**src/verilog/rtcab_pkg.sv**
```systemverilog
// Package with constants, types and register map of the alarm/backup block
package rtcab_pkg;

  // ----------------------------------------------------------------
  // Timing
  // ----------------------------------------------------------------
  localparam int CLK_MHZ = 40;
  localparam int PULSE_US = 1000;
  localparam int PULSE_CYCLES = PULSE_US * CLK_MHZ;
  localparam int PULSE_CNT_W = 16;

  // ----------------------------------------------------------------
  // Register offsets
  // ----------------------------------------------------------------
  localparam int NUM_FIELDS = 6;
  localparam logic [3:0] OFS_ALARM0_SECONDS = 4'h0;
  localparam logic [3:0] OFS_ALARM0_MINUTES = 4'h1;
  localparam logic [3:0] OFS_ALARM0_HOURS = 4'h2;
  localparam logic [3:0] OFS_ALARM0_DATE = 4'h3;
  localparam logic [3:0] OFS_ALARM0_MONTH = 4'h4;
  localparam logic [3:0] OFS_ALARM0_WEEKDAY = 4'h5;
  localparam logic [3:0] OFS_IRQ_CONFIG = 4'h6;
  localparam logic [3:0] OFS_STATUS = 4'h7;
  localparam logic [3:0] OFS_BACKUP_CONFIG = 4'h8;

  // ----------------------------------------------------------------
  // Field positions and reset values
  // ----------------------------------------------------------------
  localparam int ALARM_EN_BIT = 7;
  localparam int CFG_PULSE_BIT = 7;
  localparam int CFG_ALARM0_ENABLE_BIT = 5;
  localparam int STS_AL0_BIT = 0;
  localparam int STS_BACKUP_BIT = 1;
  localparam int STS_PIN_BIT = 2;
  localparam int STS_SERIAL_BIT = 3;
  localparam int BKUP_BSW_BIT = 0;
  localparam int BKUP_SERIAL_BUS_BACKUP_INHIBIT_BIT_BIT = 1;
  localparam logic [7:0] RST_ALARM = 8'h00;
  localparam logic [7:0] RST_IRQ_CONFIG = 8'h00;
  localparam logic [7:0] RST_BACKUP_CONFIG = 8'h00;
  localparam logic [7:0] READ_ZERO = 8'h00;

  // ----------------------------------------------------------------
  // Types
  // ----------------------------------------------------------------
  // Encoding is {serial_bus_backup_inhibit_bit, backup_switch_select}
  typedef enum logic [1:0] {
    MODE_A = 2'b00,
    MODE_B = 2'b01,
    MODE_C = 2'b10,
    MODE_D = 2'b11
  } rtcab_mode_t;

  typedef enum logic {
    IRQ_IDLE = 1'b0,
    IRQ_PULSE = 1'b1
  } rtcab_irq_state_t;

  // Current BCD time, field order matches register offsets 0..5
  typedef struct packed {
    logic [7:0] weekday;
    logic [7:0] month;
    logic [7:0] date;
    logic [7:0] hours;
    logic [7:0] minutes;
    logic [7:0] seconds;
  } rtcab_time_t;

  typedef struct packed {
    logic wr;
    logic rd;
    logic [3:0] addr;
    logic [7:0] wdata;
  } rtcab_reg_req_t;

  typedef struct packed {
    logic vdd_below_vbat;
    logic vdd_below_trip;
  } rtcab_supply_t;

endpackage

```
**src/verilog/rtcab_core.sv**
```systemverilog
// Alarm 0 matching, interrupt output and battery backup mode control
`timescale 1ns/10ps
// Functional notes
// - Standard backup: alarm stops, bus runs unless inhibited
// - Legacy backup: alarm works, bus works unless inhibited
// - Alarm bit 7 enables field, low bits target
// - No alarm unless alarm0_enable bit 5 set
// - Match checked as time advances, enabled fields
// - Match sets alarm0_flag and pulls irq low
// - Mode bit 0: single interrupt on match
// - Mode bit 1: pulse irq at every match
// - Pulsed mode re-fires without flag clearing
// - Four backup modes from two config bits
// - Standard: backup below lower of trip, vbat
// - Legacy: backup when main below backup supply
// - Modes A, B keep bus usable in backup
// - Mode C disables bus on backup supply
// - Mode D disables bus on backup supply
// - Irq output stays active in every mode
// - Decode inhibit/switch bits into modes A-D
module rtcab_core #(
  parameter int PULSE_CYCLES = rtcab_pkg::PULSE_CYCLES
) (
  // Clock and reset
  input wire logic clk_in,
  input wire logic reset_n_in,
  // Register access from the serial bus engine
  input wire rtcab_pkg::rtcab_reg_req_t reg_req_in,
  output logic [7:0] reg_rdata_out,
  output logic reg_rvalid_out,
  // Timekeeping
  input wire rtcab_pkg::rtcab_time_t time_in,
  input wire logic time_tick_in,
  // Supply comparators
  input wire rtcab_pkg::rtcab_supply_t supply_in,
  // Open-drain interrupt pin
  input wire logic irq_freq_output_in,
  output logic irq_freq_output_out,
  output logic irq_freq_output_oe_out,
  // Backup state
  output logic on_backup_out,
  output logic serial_enable_out
);

  // ----------------------------------------------------------------
  // State
  // ----------------------------------------------------------------
  logic [7:0] alarm_q [rtcab_pkg::NUM_FIELDS];
  logic [7:0] alarm_d [rtcab_pkg::NUM_FIELDS];
  logic [7:0] cfg_q, cfg_d, bkup_q, bkup_d;
  logic flag_q, flag_d, backup_q, backup_d, serial_q, serial_d;
  logic irq_q, irq_d, rvalid_q, rvalid_d, drive_q, drive_d;
  logic [7:0] rdata_q, rdata_d;
  logic [rtcab_pkg::PULSE_CNT_W-1:0] cnt_q, cnt_d;
  rtcab_pkg::rtcab_irq_state_t state_q, state_d;
  rtcab_pkg::rtcab_mode_t mode;
  logic [rtcab_pkg::NUM_FIELDS-1:0] field_ok;
  logic [7:0] time_field [rtcab_pkg::NUM_FIELDS];
  logic legacy, inhibit, enter_backup, alarm_ok, fire, pulse_mode;
  logic wr_ok, rd_ok, sts_clear;
  localparam logic [rtcab_pkg::PULSE_CNT_W-1:0] PULSE_LAST =
    rtcab_pkg::PULSE_CNT_W'(PULSE_CYCLES - 1);

  // ----------------------------------------------------------------
  // Mode decode and supply switchover
  // ----------------------------------------------------------------
  assign mode = rtcab_pkg::rtcab_mode_t'({bkup_q[rtcab_pkg::BKUP_SERIAL_BUS_BACKUP_INHIBIT_BIT_BIT],
    bkup_q[rtcab_pkg::BKUP_BSW_BIT]});
  assign legacy = (mode == rtcab_pkg::MODE_B) || (mode == rtcab_pkg::MODE_D);
  assign inhibit = (mode == rtcab_pkg::MODE_C) || (mode == rtcab_pkg::MODE_D);

  always_comb
  begin
    if (legacy)
    begin
      enter_backup = supply_in.vdd_below_vbat;
    end
    else
    begin
      // Below the lower threshold means below both
      enter_backup = supply_in.vdd_below_vbat &&
        supply_in.vdd_below_trip;
    end
    backup_d = enter_backup;
    serial_d = !backup_q || !inhibit;
    alarm_ok = !backup_q || legacy;
  end

  // ----------------------------------------------------------------
  // Alarm compare
  // ----------------------------------------------------------------
  assign time_field[0] = time_in.seconds;
  assign time_field[1] = time_in.minutes;
  assign time_field[2] = time_in.hours;
  assign time_field[3] = time_in.date;
  assign time_field[4] = time_in.month;
  assign time_field[5] = time_in.weekday;

  for (genvar i = 0; i < rtcab_pkg::NUM_FIELDS; i++)
  begin : g_field
    // Disabled field always agrees
    assign field_ok[i] = !alarm_q[i][rtcab_pkg::ALARM_EN_BIT] ||
      (alarm_q[i][rtcab_pkg::ALARM_EN_BIT-1:0] ==
       time_field[i][rtcab_pkg::ALARM_EN_BIT-1:0]);
  end

  assign pulse_mode = cfg_q[rtcab_pkg::CFG_PULSE_BIT];
  assign fire = time_tick_in && (&field_ok) && alarm_ok &&
    cfg_q[rtcab_pkg::CFG_ALARM0_ENABLE_BIT];

  // ----------------------------------------------------------------
  // Register access
  // ----------------------------------------------------------------
  assign wr_ok = reg_req_in.wr && serial_q;
  assign rd_ok = reg_req_in.rd && serial_q;
  assign sts_clear = wr_ok && (reg_req_in.addr == rtcab_pkg::OFS_STATUS) &&
    reg_req_in.wdata[rtcab_pkg::STS_AL0_BIT];

  always_comb
  begin
    cfg_d = cfg_q;
    bkup_d = bkup_q;
    for (int i = 0; i < rtcab_pkg::NUM_FIELDS; i++)
    begin
      alarm_d[i] = alarm_q[i];
      if (wr_ok && (reg_req_in.addr == 4'(i)))
      begin
        alarm_d[i] = reg_req_in.wdata;
      end
    end
    if (wr_ok && (reg_req_in.addr == rtcab_pkg::OFS_IRQ_CONFIG))
    begin
      cfg_d = reg_req_in.wdata;
    end
    if (wr_ok && (reg_req_in.addr == rtcab_pkg::OFS_BACKUP_CONFIG))
    begin
      bkup_d = reg_req_in.wdata;
    end
    rvalid_d = rd_ok;
    rdata_d = rdata_q;
    if (rd_ok)
    begin
      case (reg_req_in.addr)
        rtcab_pkg::OFS_ALARM0_SECONDS: rdata_d = alarm_q[0];
        rtcab_pkg::OFS_ALARM0_MINUTES: rdata_d = alarm_q[1];
        rtcab_pkg::OFS_ALARM0_HOURS: rdata_d = alarm_q[2];
        rtcab_pkg::OFS_ALARM0_DATE: rdata_d = alarm_q[3];
        rtcab_pkg::OFS_ALARM0_MONTH: rdata_d = alarm_q[4];
        rtcab_pkg::OFS_ALARM0_WEEKDAY: rdata_d = alarm_q[5];
        rtcab_pkg::OFS_IRQ_CONFIG: rdata_d = cfg_q;
        rtcab_pkg::OFS_BACKUP_CONFIG: rdata_d = bkup_q;
        rtcab_pkg::OFS_STATUS:
        begin
          rdata_d = rtcab_pkg::READ_ZERO;
          rdata_d[rtcab_pkg::STS_AL0_BIT] = flag_q;
          rdata_d[rtcab_pkg::STS_BACKUP_BIT] = backup_q;
          rdata_d[rtcab_pkg::STS_PIN_BIT] = irq_freq_output_in;
          rdata_d[rtcab_pkg::STS_SERIAL_BIT] = serial_q;
        end
        default: rdata_d = rtcab_pkg::READ_ZERO;
      endcase
    end
  end

  // ----------------------------------------------------------------
  // Flag and interrupt pin
  // ----------------------------------------------------------------
  always_comb
  begin
    // Open-drain pin only ever sinks; the enable decides when
    drive_d = 1'b0;
    // A match in the clearing cycle wins
    flag_d = fire || (flag_q && !sts_clear);
    state_d = state_q;
    cnt_d = cnt_q;
    case (state_q)
      rtcab_pkg::IRQ_IDLE:
      begin
        if (fire && pulse_mode)
        begin
          state_d = rtcab_pkg::IRQ_PULSE;
          cnt_d = '0;
        end
      end
      rtcab_pkg::IRQ_PULSE:
      begin
        if (fire)
        begin
          cnt_d = '0;
        end
        else if (cnt_q == PULSE_LAST)
        begin
          state_d = rtcab_pkg::IRQ_IDLE;
        end
        else
        begin
          cnt_d = cnt_q + 1'b1;
        end
      end
      default: state_d = rtcab_pkg::IRQ_IDLE;
    endcase
    // Not gated by backup state
    if (pulse_mode)
    begin
      irq_d = (state_d == rtcab_pkg::IRQ_PULSE);
    end
    else
    begin
      irq_d = flag_d;
    end
  end

  always_ff @(posedge clk_in or negedge reset_n_in)
  begin
    if (!reset_n_in)
    begin
      for (int i = 0; i < rtcab_pkg::NUM_FIELDS; i++)
      begin
        alarm_q[i] <= rtcab_pkg::RST_ALARM;
      end
      cfg_q <= rtcab_pkg::RST_IRQ_CONFIG;
      bkup_q <= rtcab_pkg::RST_BACKUP_CONFIG;
      flag_q <= 1'b0;
      backup_q <= 1'b0;
      serial_q <= 1'b1;
      irq_q <= 1'b0;
      drive_q <= 1'b0;
      rvalid_q <= 1'b0;
      rdata_q <= rtcab_pkg::READ_ZERO;
      cnt_q <= '0;
      state_q <= rtcab_pkg::IRQ_IDLE;
    end
    else
    begin
      alarm_q <= alarm_d;
      cfg_q <= cfg_d;
      bkup_q <= bkup_d;
      flag_q <= flag_d;
      backup_q <= backup_d;
      serial_q <= serial_d;
      irq_q <= irq_d;
      drive_q <= drive_d;
      rvalid_q <= rvalid_d;
      rdata_q <= rdata_d;
      cnt_q <= cnt_d;
      state_q <= state_d;
    end
  end

  assign reg_rdata_out = rdata_q;
  assign reg_rvalid_out = rvalid_q;
  assign irq_freq_output_out = drive_q;
  assign irq_freq_output_oe_out = irq_q;
  assign on_backup_out = backup_q;
  assign serial_enable_out = serial_q;
endmodule // rtcab_core

```
**config.mk**
```make
export PLATFORM = sky130hd
export DESIGN_NAME = rtcab_core
export DESIGN_NICKNAME = d
export VERILOG_FILES = /design/src/verilog/rtcab_pkg.sv /design/src/verilog/rtcab_core.sv
export SDC_FILE = /design/constraint.sdc
export NUM_CORES = 1
export LEC_CHECK = 0
export BUFFER_PORTS_ARGS = -buffer_cell sky130_fd_sc_hd__clkbuf_2
export CORE_UTILIZATION = 40
export CTS_BUF_LIST = sky130_fd_sc_hd__clkbuf_4
export DETAILED_ROUTE_END_ITERATION = 8
export PLACE_DENSITY_LB_ADDON = 0.2
export SLEW_MARGIN = 5
export SYNTH_ARGS = -nofsm -noshare
export SYNTH_HDL_FRONTEND = slang
export SYNTH_SLANG_ARGS = --single-unit
```
**constraint.sdc**
```tcl
create_clock -name clk_in -period 2.8 [get_ports clk_in]
set_input_delay 0.56 -clock clk_in [delete_from_list [all_inputs] [get_ports clk_in]]
set_output_delay 0.56 -clock clk_in [all_outputs]
set_load 0.05 [all_outputs]
```
# [Word level (Yosys, flattened, before mapping)]
# Cells that the tools add are included.
[word_totals] regBits=94 inputBits=68 wordCells=90 output_inout_bits=13
[op_classes] reduce_logical=41 eq_ne=20 muxes=11 bitwise_logic=1 addsub=1
[ops] op="case mux 8 bit (9 select lines)" count=1
[ops] op="two-way mux 16 bit" count=3
[ops] op="== test 7 bit" count=6
[ops] op="case mux 16 bit (2 select lines)" count=1
[ops] op="logical AND 1 bit" count=18
[ops] op="adder 16 x 1 -> 16 bit (second input constant)" count=1
[ops] op="== test 16 bit (second input constant)" count=1
[ops] op="== test 4 x 3 -> 1 bit (second input constant)" count=4
[ops] op="logical OR 1 bit" count=11
[ops] op="zero test 1 bit" count=9
[ops] op="== test 4 x 2 -> 1 bit (second input constant)" count=2
[ops] op="AND reduction 6 bit" count=1
[ops] op="two-way mux 1 bit" count=5
[ops] op="== test 2 bit (second input constant)" count=2
[ops] op="== test 4 x 1 -> 1 bit (second input constant)" count=1
[ops] op="== test 4 bit (second input constant)" count=1
[ops] op="zero test 4 bit" count=1
[ops] op="!= test 3 bit (second input constant)" count=1
[ops] op="== test 2 x 1 -> 1 bit (second input constant)" count=1
[ops] op="!= test 2 bit (second input constant)" count=1
[ops] op="case mux 1 bit (2 select lines)" count=1
[ops] op="AND reduction 2 bit" count=1
[ops] op="NOT 1 bit" count=1

# [Logic depth before layout (Yosys ltp)]
# Gate-level depths: netlist of the first run.
[depth] ltp_word=10 depth_mapped=8 mapped_depth_nobuf=8

# [Least setup slack after synthesis of the first run]
# Ideal clock, no wire load.
[synth_timing] path_kind="input to register" from="input time_in[29] (netlist name)" to="register cnt_q[6] (netlist name)" t_required_ns=2.680 setup_slack_ns=0.498 path_stages=8 n_path_buf=1 arrival_ns=2.182 setup_ns=0.120 path_cell_list="xor2_1 nor4_1 nand4_1 a222oi_1 and2_1 buf_6 nand2_1 a31o_1"
[synth_between] elab_chain_cells=9 word_cells_on_any_way=12 classes_between="eq/ne (3); mux (2); reduce/logical (7)"
[synth_lines] item="start, declared" line="rtcab_core.sv:32" source="input wire rtcab_pkg::rtcab_time_t time_in,"
[synth_lines] item="== test 7 bit *" line="rtcab_core.sv:103" source="(alarm_q[i][rtcab_pkg::ALARM_EN_BIT-1:0] =="
[synth_lines] item="logical OR 1 bit *" line="rtcab_core.sv:102" source="assign field_ok[i] = !alarm_q[i][rtcab_pkg::ALARM_EN_BIT] ||"
[synth_lines] item="AND reduction 6 bit *" line="rtcab_core.sv:108" source="assign fire = time_tick_in && (&field_ok) && alarm_ok &&"
[synth_lines] item="logical AND 1 bit * (3 in series)" line="rtcab_core.sv:108"
[synth_lines] item="logical AND 1 bit" line="rtcab_core.sv:179" source="if (fire && pulse_mode)"
[synth_lines] item="!= test 2 bit (no line)"
[synth_lines] item="AND reduction 2 bit (no line)"
[synth_lines] item="end signal, assigned" line="rtcab_core.sv:245" source="cnt_q <= cnt_d;"
[synth_lines] item="end, declared" line="rtcab_core.sv:54" source="logic [rtcab_pkg::PULSE_CNT_W-1:0] cnt_q, cnt_d;"
# Mark *: on every way between the ends. The rest lies on a longest branch, timed or not.
# A chain may end at the register's enable or synchronous reset.

# [Worst setup path after layout of the first run]
[layout_timing] from="register alarm_q[21] (netlist name)" to="register cnt_q[9] (netlist name)"
[layout_between] elab_chain_cells=9 word_cells_on_any_way=12 classes_between="eq/ne (3); mux (2); reduce/logical (7)"
[layout_lines] item="start, declared" line="rtcab_core.sv:48" source="logic [7:0] alarm_q [rtcab_pkg::NUM_FIELDS];"
[layout_lines] item="start signal, assigned by index" line="rtcab_core.sv:219" source="alarm_q[i] <= rtcab_pkg::RST_ALARM;"
[layout_lines] item="start signal, assigned" line="rtcab_core.sv:235" source="alarm_q <= alarm_d;"
[layout_lines] item="== test 7 bit *" line="rtcab_core.sv:103"
[layout_lines] item="logical OR 1 bit *" line="rtcab_core.sv:102"
[layout_lines] item="AND reduction 6 bit *" line="rtcab_core.sv:108"
[layout_lines] item="logical AND 1 bit * (3 in series)" line="rtcab_core.sv:108"
[layout_lines] item="logical AND 1 bit" line="rtcab_core.sv:179"
[layout_lines] item="!= test 2 bit (no line)"
[layout_lines] item="AND reduction 2 bit (no line)"
# Marked as above.

==> results.toml, run 1 <==
[run_status]
outcome = "complete, no violations"

[setup_path]
cp-start-kind = "flip-flop"
crit_path_max_incr_delay_ps = 440
cp_max_fo = 8
path_class = "flip-flop to flip-flop"
worst_ep_arrival_time_ps = 2840
path_cells = "xor2_1, nor4_1, nand4_1, a222oi_1, buf_4, nand2_1, and3_1, a211o_1"
critPathSlowestCell = "dfrtp_1"
cp.required_ps = 3160
endpoint_kind = "flip-flop"

[layout]
stdcell_count = 671
fillers = 1121
antenna_cells = 0
syn2layout_area_growth_pct = 15.7
final_layout_size_suffix_gt1_share_pct = 33.6
multi_input_area_mm2 = 0.00243
finalNetCount = 588
regArea_mm2 = 0.00235

[timing]
layout_min_cycle_time_ps = 2480
period_share_pct = 88.7
final_hold_viol_count = 0
final.setup_skew_ps = 24.3
clock.fmax_ghz = 0.403
rsz0062_at_grt = "no"
max-slew-margin-rel_pct = 48.8
worst_pin_slew_ps = 765
setup_slack_ps = 316
finalSetupTns_ps = 0
drv_slew = 0
finalSetupViolCount = 0

[synthesis]
ys_seq_area_share_pct = 48.1
ys_ff_latch = 94
synthFlopType = "dfrtp_1"
synth_area_per_cell_um2 = 11.2
syn_area_mm2 = 0.00490
synth.distinct_cells = 55
synth.yosys.warnings = 0
async_reset_ff_share_pct = 100
syn_nets = 505
synth_edf_count = 0
syn_inst = 436

[drt]
drc_errors = 0
wirelength_um = 12800
m1WireLength_um = 5870
top_layer_used = "met4"
dr.pass1.iters = 5
vias = 3777
post_drt_wl_per_cell_um = 19.1
wl_met2_um = 5850
routed_via_density = 5.63
route.met3.wl_um = 736
drt-initial-drc-count = 260
ant_nets = 0

[clock_network]
cts_sinks = 94
cts.clk_slew.worst_paths_ps = 140
cts_tree = "done"
cts_buffers = 9
cts_resized = 0
cts_max_level = 3
clk_path_buf_depth = 2
clk_latency_ps = 480
root_buffer = "clkbuf_4"
hold_buffers = 0
cts_setup_buffers = 0

[die]
die-width_um = 113
die_area_mm2 = 0.0127
coreArea_mm2 = 0.0120
start_util_pct = 40.9
rows = 40
die_h_um = 113
ios = 81

[global_route]
grt_pass1_wl_um = 20300
antenna_found_initial = 0
grt-ovfl-total = 0
grtUsageTotal_pct = 21.5
grt_pass1_vias = 3684
grt_max_degree = 61

[pwr]
powerDensity_mw_per_mm2 = 705
peakVddDrop_mv = 0.296
finalPower_mw = 4.00
p_leak_nw = 2.58

[place]
dp_slack_ps = 72.7
place_inst = 655
io_buffers = 73
gp_congestion = 0.830
hpwl_um = 9510

[worst_hold_path]
hold_class = "input port to asynchronous set/reset pin"

[flow_run]
maxCapViolCount = 0
-- logic make-up (layout without fill, tap and decap cells) --
family	count (synthesis)	count (layout)	share of synthesized area [%]
adder cells (fa/ha/maj)	1	1	0.255
AND/OR/NAND/NOR	109	109	11.4
other	1	1	0.0766
XOR/XNOR	42	42	7.51
AO/OA/AOI/OAI	83	83	11.7
multiplexers	80	80	18.8
flip-flops	94	94	48.1
buffers and inverters	26	114	2.25
-- per-layer routing --
layer / global-route usage, % / vias up
met2: 32.6 / 124
met5: 0 / -
met1: 29.9 / 1853
met4: 10.0 / 0
li1: - / 1775
met3: 3.83 / 25
-- critical path, delay by kind of cell (launching register included) --
family          cells  cell delay (ps)
compound gates      2              680
simple gates        4              930
xor+xnor            1              150
flops               1              440
buf+inv             1              190
-- placed cells by master (no fill, tap or decap), types with 3 or more instances in the layout --
master / Yosys / routed
o22ai_1: 3 / 3
buf_4: 1 / 16
nor3_1: 10 / 10
nand3_1: 9 / 9
a31oi_1: 4 / 4
a221oi_1: 6 / 6
nand4_1: 10 / 10
mux4_2: 3 / 3
o41ai_1: 3 / 3
inv_1: 9 / 9
o21ai_0: 15 / 15
or3_1: 6 / 6
a21o_1: 4 / 4
a22oi_1: 3 / 3
clkbuf_4: 0 / 12
nor4_1: 5 / 5
mux2i_1: 12 / 12
nand2_1: 32 / 32
nor2_1: 16 / 16
mux2_2: 65 / 65
xnor2_1: 21 / 21
a21oi_1: 17 / 17
clkbuf_2: 0 / 72
xor2_1: 21 / 21
and3_1: 9 / 9
a22o_1: 10 / 10
dfrtp_1: 93 / 93
a211o_1: 3 / 3
-- worst paths after layout --
path                              start           endpoint  slack (ps)  depth (start not counted)
max                         alarm_q[21]           cnt_q[9]         320                          8
min                          reset_n_in           cnt_q[4]          30                          1
max reg2reg                 alarm_q[21]           cnt_q[9]         320                          8
min reg2reg                   bkup_q[1]  serial_enable_out         430                          1
max in group asynchronous    reset_n_in           cfg_q[1]        2100                          2
min in group clk_in        supply_in[1]      on_backup_out         320                          2
-- layout make-up --
type	instances	area share, %
sequential	94	41.5
timing repair buffer	89	8.83
tap	147	3.25
clock inverter	4	1.28
clock buffer	12	1.59
multi-input combinational	316	42.9
inverter	9	0.596
-- where the power goes --
| part | total (mW) | internal [mW] | switching, mW |
|---|---|---|---|
| Combinational | 1.09 | 0.557 | 0.535 |
| Clock | 0.849 | 0.391 | 0.458 |
| Sequential | 2.06 | 1.70 | 0.351 |
-- through the flow --
step,hold slack (ps),area (um2),utilization [%]
3_3_place_gp,418,5510,46.0
2_1_floorplan,264,4900,-
5_1_grt,20.2,5670,47.4
3_5_place_dp,425,5510,46.0
4_1_cts,22.3,5670,47.4
6_report,25.0,5670,47.4
-- cells in the mapped netlist, types with 2 or more instances --
master | count | area [um2]
o21ai_1 | 2 | 10.0
a22oi_1 | 3 | 22.5
dfrtp_1 | 93 | 2330
nor2_1 | 16 | 60.1
and2_1 | 2 | 12.5
nor4_1 | 5 | 31.3
or3_1 | 6 | 37.5
xor2_1 | 21 | 184
a221oi_1 | 6 | 52.6
a32oi_1 | 2 | 17.5
nand2b_1 | 2 | 12.5
o41ai_1 | 3 | 26.3
o21ai_0 | 15 | 75.1
nand3_1 | 9 | 45.0
and3_1 | 9 | 56.3
nand2_1 | 32 | 120
a21o_1 | 4 | 30.0
nand4_1 | 10 | 62.6
a22o_1 | 10 | 87.6
mux2_2 | 65 | 732
a211o_1 | 3 | 26.3
mux2i_1 | 12 | 120
nor3_1 | 10 | 50.1
o22ai_1 | 3 | 18.8
a21oi_1 | 17 | 85.1
a31oi_1 | 4 | 25.0
mux4_2 | 3 | 67.6
buf_1 | 2 | 7.51
inv_1 | 9 | 33.8
clkbuf_1 | 12 | 45.0
xnor2_1 | 21 | 184
o21a_1 | 2 | 15.0
-- flip-flops by register name, summed over array words and instances, names as in the netlist --
name / cells
alarm_q: 48
cnt_q: 16
bkup_q: 8
cfg_q: 8
reg_rdata_out: 8
flag_q: 1
irq_freq_output_oe_out: 1
on_backup_out: 1
reg_rvalid_out: 1
serial_enable_out: 1
state_q: 1
Power figures use the tool's default switching activity.
==> run 2, diff against run 1 <==
Settings changed: CTS_BUF_LIST sky130_fd_sc_hd__clkbuf_4 to not set, RECOVER_POWER set to 50.
==> run 2 against run 1 <==
Against the previous run:
- the flow now finishes with violations (capacitance limit, slew limit)
- sequential cell count unchanged
- highest routed layer unchanged
- combinational power about the same
- final cell count unchanged
- critical path depth unchanged
- setup slack improved by 28 ps
- worst hold slack improved by 410 ps
- register-to-register slack improved by 30 ps
- count of clock-buffer cells in the layout unchanged
- critical endpoint is now cnt_q[13]
- clock skew decreased by 16 ps
- global-route usage increased by 0.12 points
- first-iteration DRC count decreased by 3.1%
==> results.toml, run 2 (synthesized netlist as in run 1, its figures left out) <==
[clock_network]
cts_tree = "done"
root_buffer = "clkbuf_16"
cts_resized = 0
hold_buffers = 0
cts.clk_slew.worst_paths_ps = 60
cts_setup_buffers = 0
cts_sinks = 94
clk_latency_ps = 350
clk_path_buf_depth = 2
cts_buffers = 9
cts_max_level = 3

[timing]
final_hold_viol_count = 0
max-slew-margin-rel_pct = -31.3
final.setup_skew_ps = 8.74
period_share_pct = 87.7
setup_slack_ps = 344
worst_pin_slew_ps = 1970
finalSetupViolCount = 0
fin_hold_ws_ps = 437
rsz0062_at_grt = "no"
finalSetupTns_ps = 0
layout_min_cycle_time_ps = 2460
clock.fmax_ghz = 0.407
drv_slew = 35

[die]
die-width_um = 113
die_area_mm2 = 0.0127
coreArea_mm2 = 0.0120
start_util_pct = 40.9
ios = 81
rows = 40
die_h_um = 113

[flow_run]
maxCapViolCount = 1

[drt]
wirelength_um = 12900
routed_via_density = 5.61
drt-initial-drc-count = 252
dr.pass1.iters = 4
post_drt_wl_per_cell_um = 19.2
vias = 3767
drc_errors = 0
ant_nets = 0

[layout]
finalNetCount = 588
regMostFlops = "alarm_q"
largest_reg_flops = 48
final_cell_mix = "93 x dfrtp_1, 69 x clkbuf_2, 65 x mux2_2"
syn2layout_area_growth_pct = 18.6
final_common_cell = "dfrtp_1"
final_layout_size_suffix_gt1_share_pct = 32.1
postLayoutCoreUtil_pct = 48.5
reg.largest.list = "alarm_q x48, cnt_q x16"
antenna_cells = 0

[run_status]
outcome = "finished, violations left"
violations = "capacitance limit, slew limit"

[pwr]
p_leak_nw = 2.62
peakVddDrop_mv = 0.309
finalPower_mw = 4.45
powerDensity_mw_per_mm2 = 766

[setup_path]
path_class = "flip-flop to flip-flop"
endpoint_kind = "flip-flop"
worst_ep_arrival_time_ps = 2690
cp_max_fo = 8
cp.required_ps = 3030
cp-start-kind = "flip-flop"

[place]
dp_slack_ps = 72.7
gp_congestion = 0.830
io_buffers = 73
hpwl_um = 9510

[worst_hold_path]
hold_class = "flip-flop to flip-flop"

[global_route]
grtUsageTotal_pct = 21.6
grt_max_degree = 61
antenna_found_initial = 0
grt-ovfl-total = 0
grt_pass1_wl_um = 20500
grt_pass1_vias = 3703
-- run 2: per-stage QoR --
stage | cells | instance area, um2
global placement | 655 | 5510
finish | 671 | 5810
CTS | 671 | 5810
floorplan | 436 | 4900
detailed placement | 655 | 5510
global route | 671 | 5810
-- run 2: final cells by class --
| type | instances | area [um2] |
|---|---|---|
| fillers | 1103 | 6150 |
| multi-input cells | 316 | 2430 |
| flip-flops and latches | 94 | 2350 |
| repair buffers | 89 | 493 |
| clock buffers | 12 | 236 |
| well taps | 147 | 184 |
| clock inverters | 4 | 72.6 |
| inverters | 9 | 33.8 |
-- run 2: critical path: stages (launching register included) --
cell and delay (ps):
dfrtp_1 410, xor2_1 150, nor4_1 290, nand4_1 220, a222oi_1 420, buf_4 190, nand2_1 170, and3_1 230
a211o_1 260
-- run 2: power by group --
| part | switching [mW] | internal [mW] | total, mW |
|---|---|---|---|
| sequential | 0.351 | 1.71 | 2.06 |
| combinational | 0.535 | 0.554 | 1.09 |
| clock | 0.515 | 0.782 | 1.30 |
-- run 2: path summary, 6_finish.rpt --
kind	from	depth (start not counted)	to	slack (ps)
max in group asynchronous	reset_n_in	1	alarm_q[24]	900
hold reg to reg	bkup_q[1]	1	serial_enable_out	440
min in group asynchronous	reset_n_in	1	cnt_q[4]	760
setup reg to reg	alarm_q[21]	8	cnt_q[13]	340
hold / removal	bkup_q[1]	1	serial_enable_out	440
setup / recovery	alarm_q[21]	8	cnt_q[13]	340
-- run 2: layer usage --
metal  track usage, %  vias up  wire length, um
li1                 -     1772                -
met1             29.9     1855             5850
met2             32.8      113             5940
met3             4.00       27              731
met4             10.2        0              375
met5                0        -                0
==> run 3, diff against run 2 <==
Settings changed: MAX_ROUTING_LAYER set to met4.
==> run 3 against run 2 <==
Against the previous run:
- the run still ends with capacitance limit, slew limit left
- die area is the same
- core utilization unchanged
- clock skew down 2.0 ps
- worst hold slack gained 1.3 ps
- global-route usage is 0.68 points higher
- combinational power hardly changed
- setup slack worse by 1.6 ps
- routed wire length is 0.44% higher
- final cell count stayed put
- critical path type unchanged
- critical endpoint is now cnt_q[9]
- largest cell class unchanged
==> results.toml, run 3 (synthesized netlist as in run 1, its figures left out) <==
[drt]
wirelength_um = 13000
drc_errors = 0
ant_nets = 0
vias = 3743
post_drt_wl_per_cell_um = 19.3
dr.pass1.iters = 4
drt-initial-drc-count = 288
routed_via_density = 5.58

[clock_network]
clk_latency_ps = 350
cts_buffers = 9
hold_buffers = 0
clk_path_buf_depth = 2
cts_max_level = 3
cts_tree = "done"
root_buffer = "clkbuf_16"
cts_sinks = 94
cts_setup_buffers = 0
cts_resized = 0
cts.clk_slew.worst_paths_ps = 60

[setup_path]
reg2reg_from = "alarm_q[21]"
cp_max_fo = 8
path_class = "flip-flop to flip-flop"
endpoint_kind = "flip-flop"
cp.required_ps = 3030
cp-start-kind = "flip-flop"
worst_ep_arrival_time_ps = 2690
critPathLaunch = "alarm_q[21]"

[layout]
antenna_cells = 0
reg.largest.list = "alarm_q x48, cnt_q x16"
stdcell_count = 671
final_common_cell = "dfrtp_1"
largest_reg_flops = 48
final_cell_mix = "93 x dfrtp_1, 69 x clkbuf_2, 65 x mux2_2"
syn2layout_area_growth_pct = 18.6
fillers = 1103
postLayoutCoreUtil_pct = 48.5
final_layout_size_suffix_gt1_share_pct = 32.1
regMostFlops = "alarm_q"
stdcell_area_mm2 = 0.00581
finalNetCount = 588

[timing]
rsz0062_at_grt = "no"
setup_slack_ps = 342
max-slew-margin-rel_pct = -31.2
worst_pin_slew_ps = 1970
clock.fmax_ghz = 0.407
finalSetupViolCount = 0
final_hold_viol_count = 0
drv_slew = 35
layout_min_cycle_time_ps = 2460
period_share_pct = 87.8
final.setup_skew_ps = 6.75
finalSetupTns_ps = 0
fin_hold_ws_ps = 439

[global_route]
grt_pass1_vias = 3704
grt_pass1_wl_um = 20500
grt-ovfl-total = 0
grt_max_degree = 61
antenna_found_initial = 0
grtUsageTotal_pct = 22.3

[die]
die_area_mm2 = 0.0127
die_h_um = 113
start_util_pct = 40.9
rows = 40
die-width_um = 113
ios = 81
coreArea_mm2 = 0.0120

[flow_run]
maxCapViolCount = 1

[worst_hold_path]
hold_class = "flip-flop to flip-flop"
hp-start = "bkup_q[1]"

[place]
gp_congestion = 0.843
place_inst = 655
hpwl_um = 9510
dp_slack_ps = 72.7
io_buffers = 73
placed_area_mm2 = 0.00551

[pwr]
combPwrFrac_pct = 24.5
powerDensity_mw_per_mm2 = 766
swShare_pct = 31.5
p_leak_nw = 2.62
power_frac_clock_pct = 29.1
p_int_mw = 3.05
peakVddDrop_mv = 0.311
p_sw_mw = 1.40
p_seq_share_pct = 46.3
finalPower_mw = 4.45

[run_status]
outcome = "finished, violations left"
violations = "capacitance limit, slew limit"
[run 3: cell counts in the layout (fill, tap and decap cells not counted)]
No cell type changed its count.
[run 3: worst max-delay path, cell delays in order, from the launching register on]
cell and delay (ps):
dfrtp_1 410, xor2_1 150, nor4_1 290, nand4_1 220
a222oi_1 410, buf_4 190, nand2_1 170, and3_1 240
a211o_1 260
[run 3: worst paths after layout]
kind	cells past startpoint	end	slack, ps
max	8	cnt_q[9]	340
min reg2reg	1	serial_enable_out	440
min	1	serial_enable_out	440
max in group asynchronous	1	alarm_q[24]	900
max reg2reg	8	cnt_q[9]	340
min in group asynchronous	1	cnt_q[4]	760
[run 3: final cells by class]
class                           instances  area, um2  area share, %
Clock buffer                           12        236           4.07
Clock inverter                          4       72.6           1.25
Inverter                                9       33.8          0.582
Multi-Input combinational cell        316       2430           41.9
Sequential cell                        94       2350           40.5
Tap cell                              147        184           3.17
Timing Repair Buffer                   89        493           8.49
[run 3: power by group through the flow]
stage	combinational (mW)	clock, mW	sequential [mW]
after floorplan	0.742	0	2.05
after global placement	1.07	0	2.07
after detailed placement	1.10	0	2.08
after CTS	1.10	1.33	2.06
after global routing	1.20	1.37	2.11
final	1.09	1.29	2.06
[run 3: per-layer routing]
layer / global-route usage, % / vias up / wire length (um)
li1: - / 1777 / -
met1: 30.0 / 1834 / 5940
met2: 33.0 / 108 / 6010
met3: 3.67 / 24 / 669
met4: 10.2 / 0 / 333
met5: - / - / 0
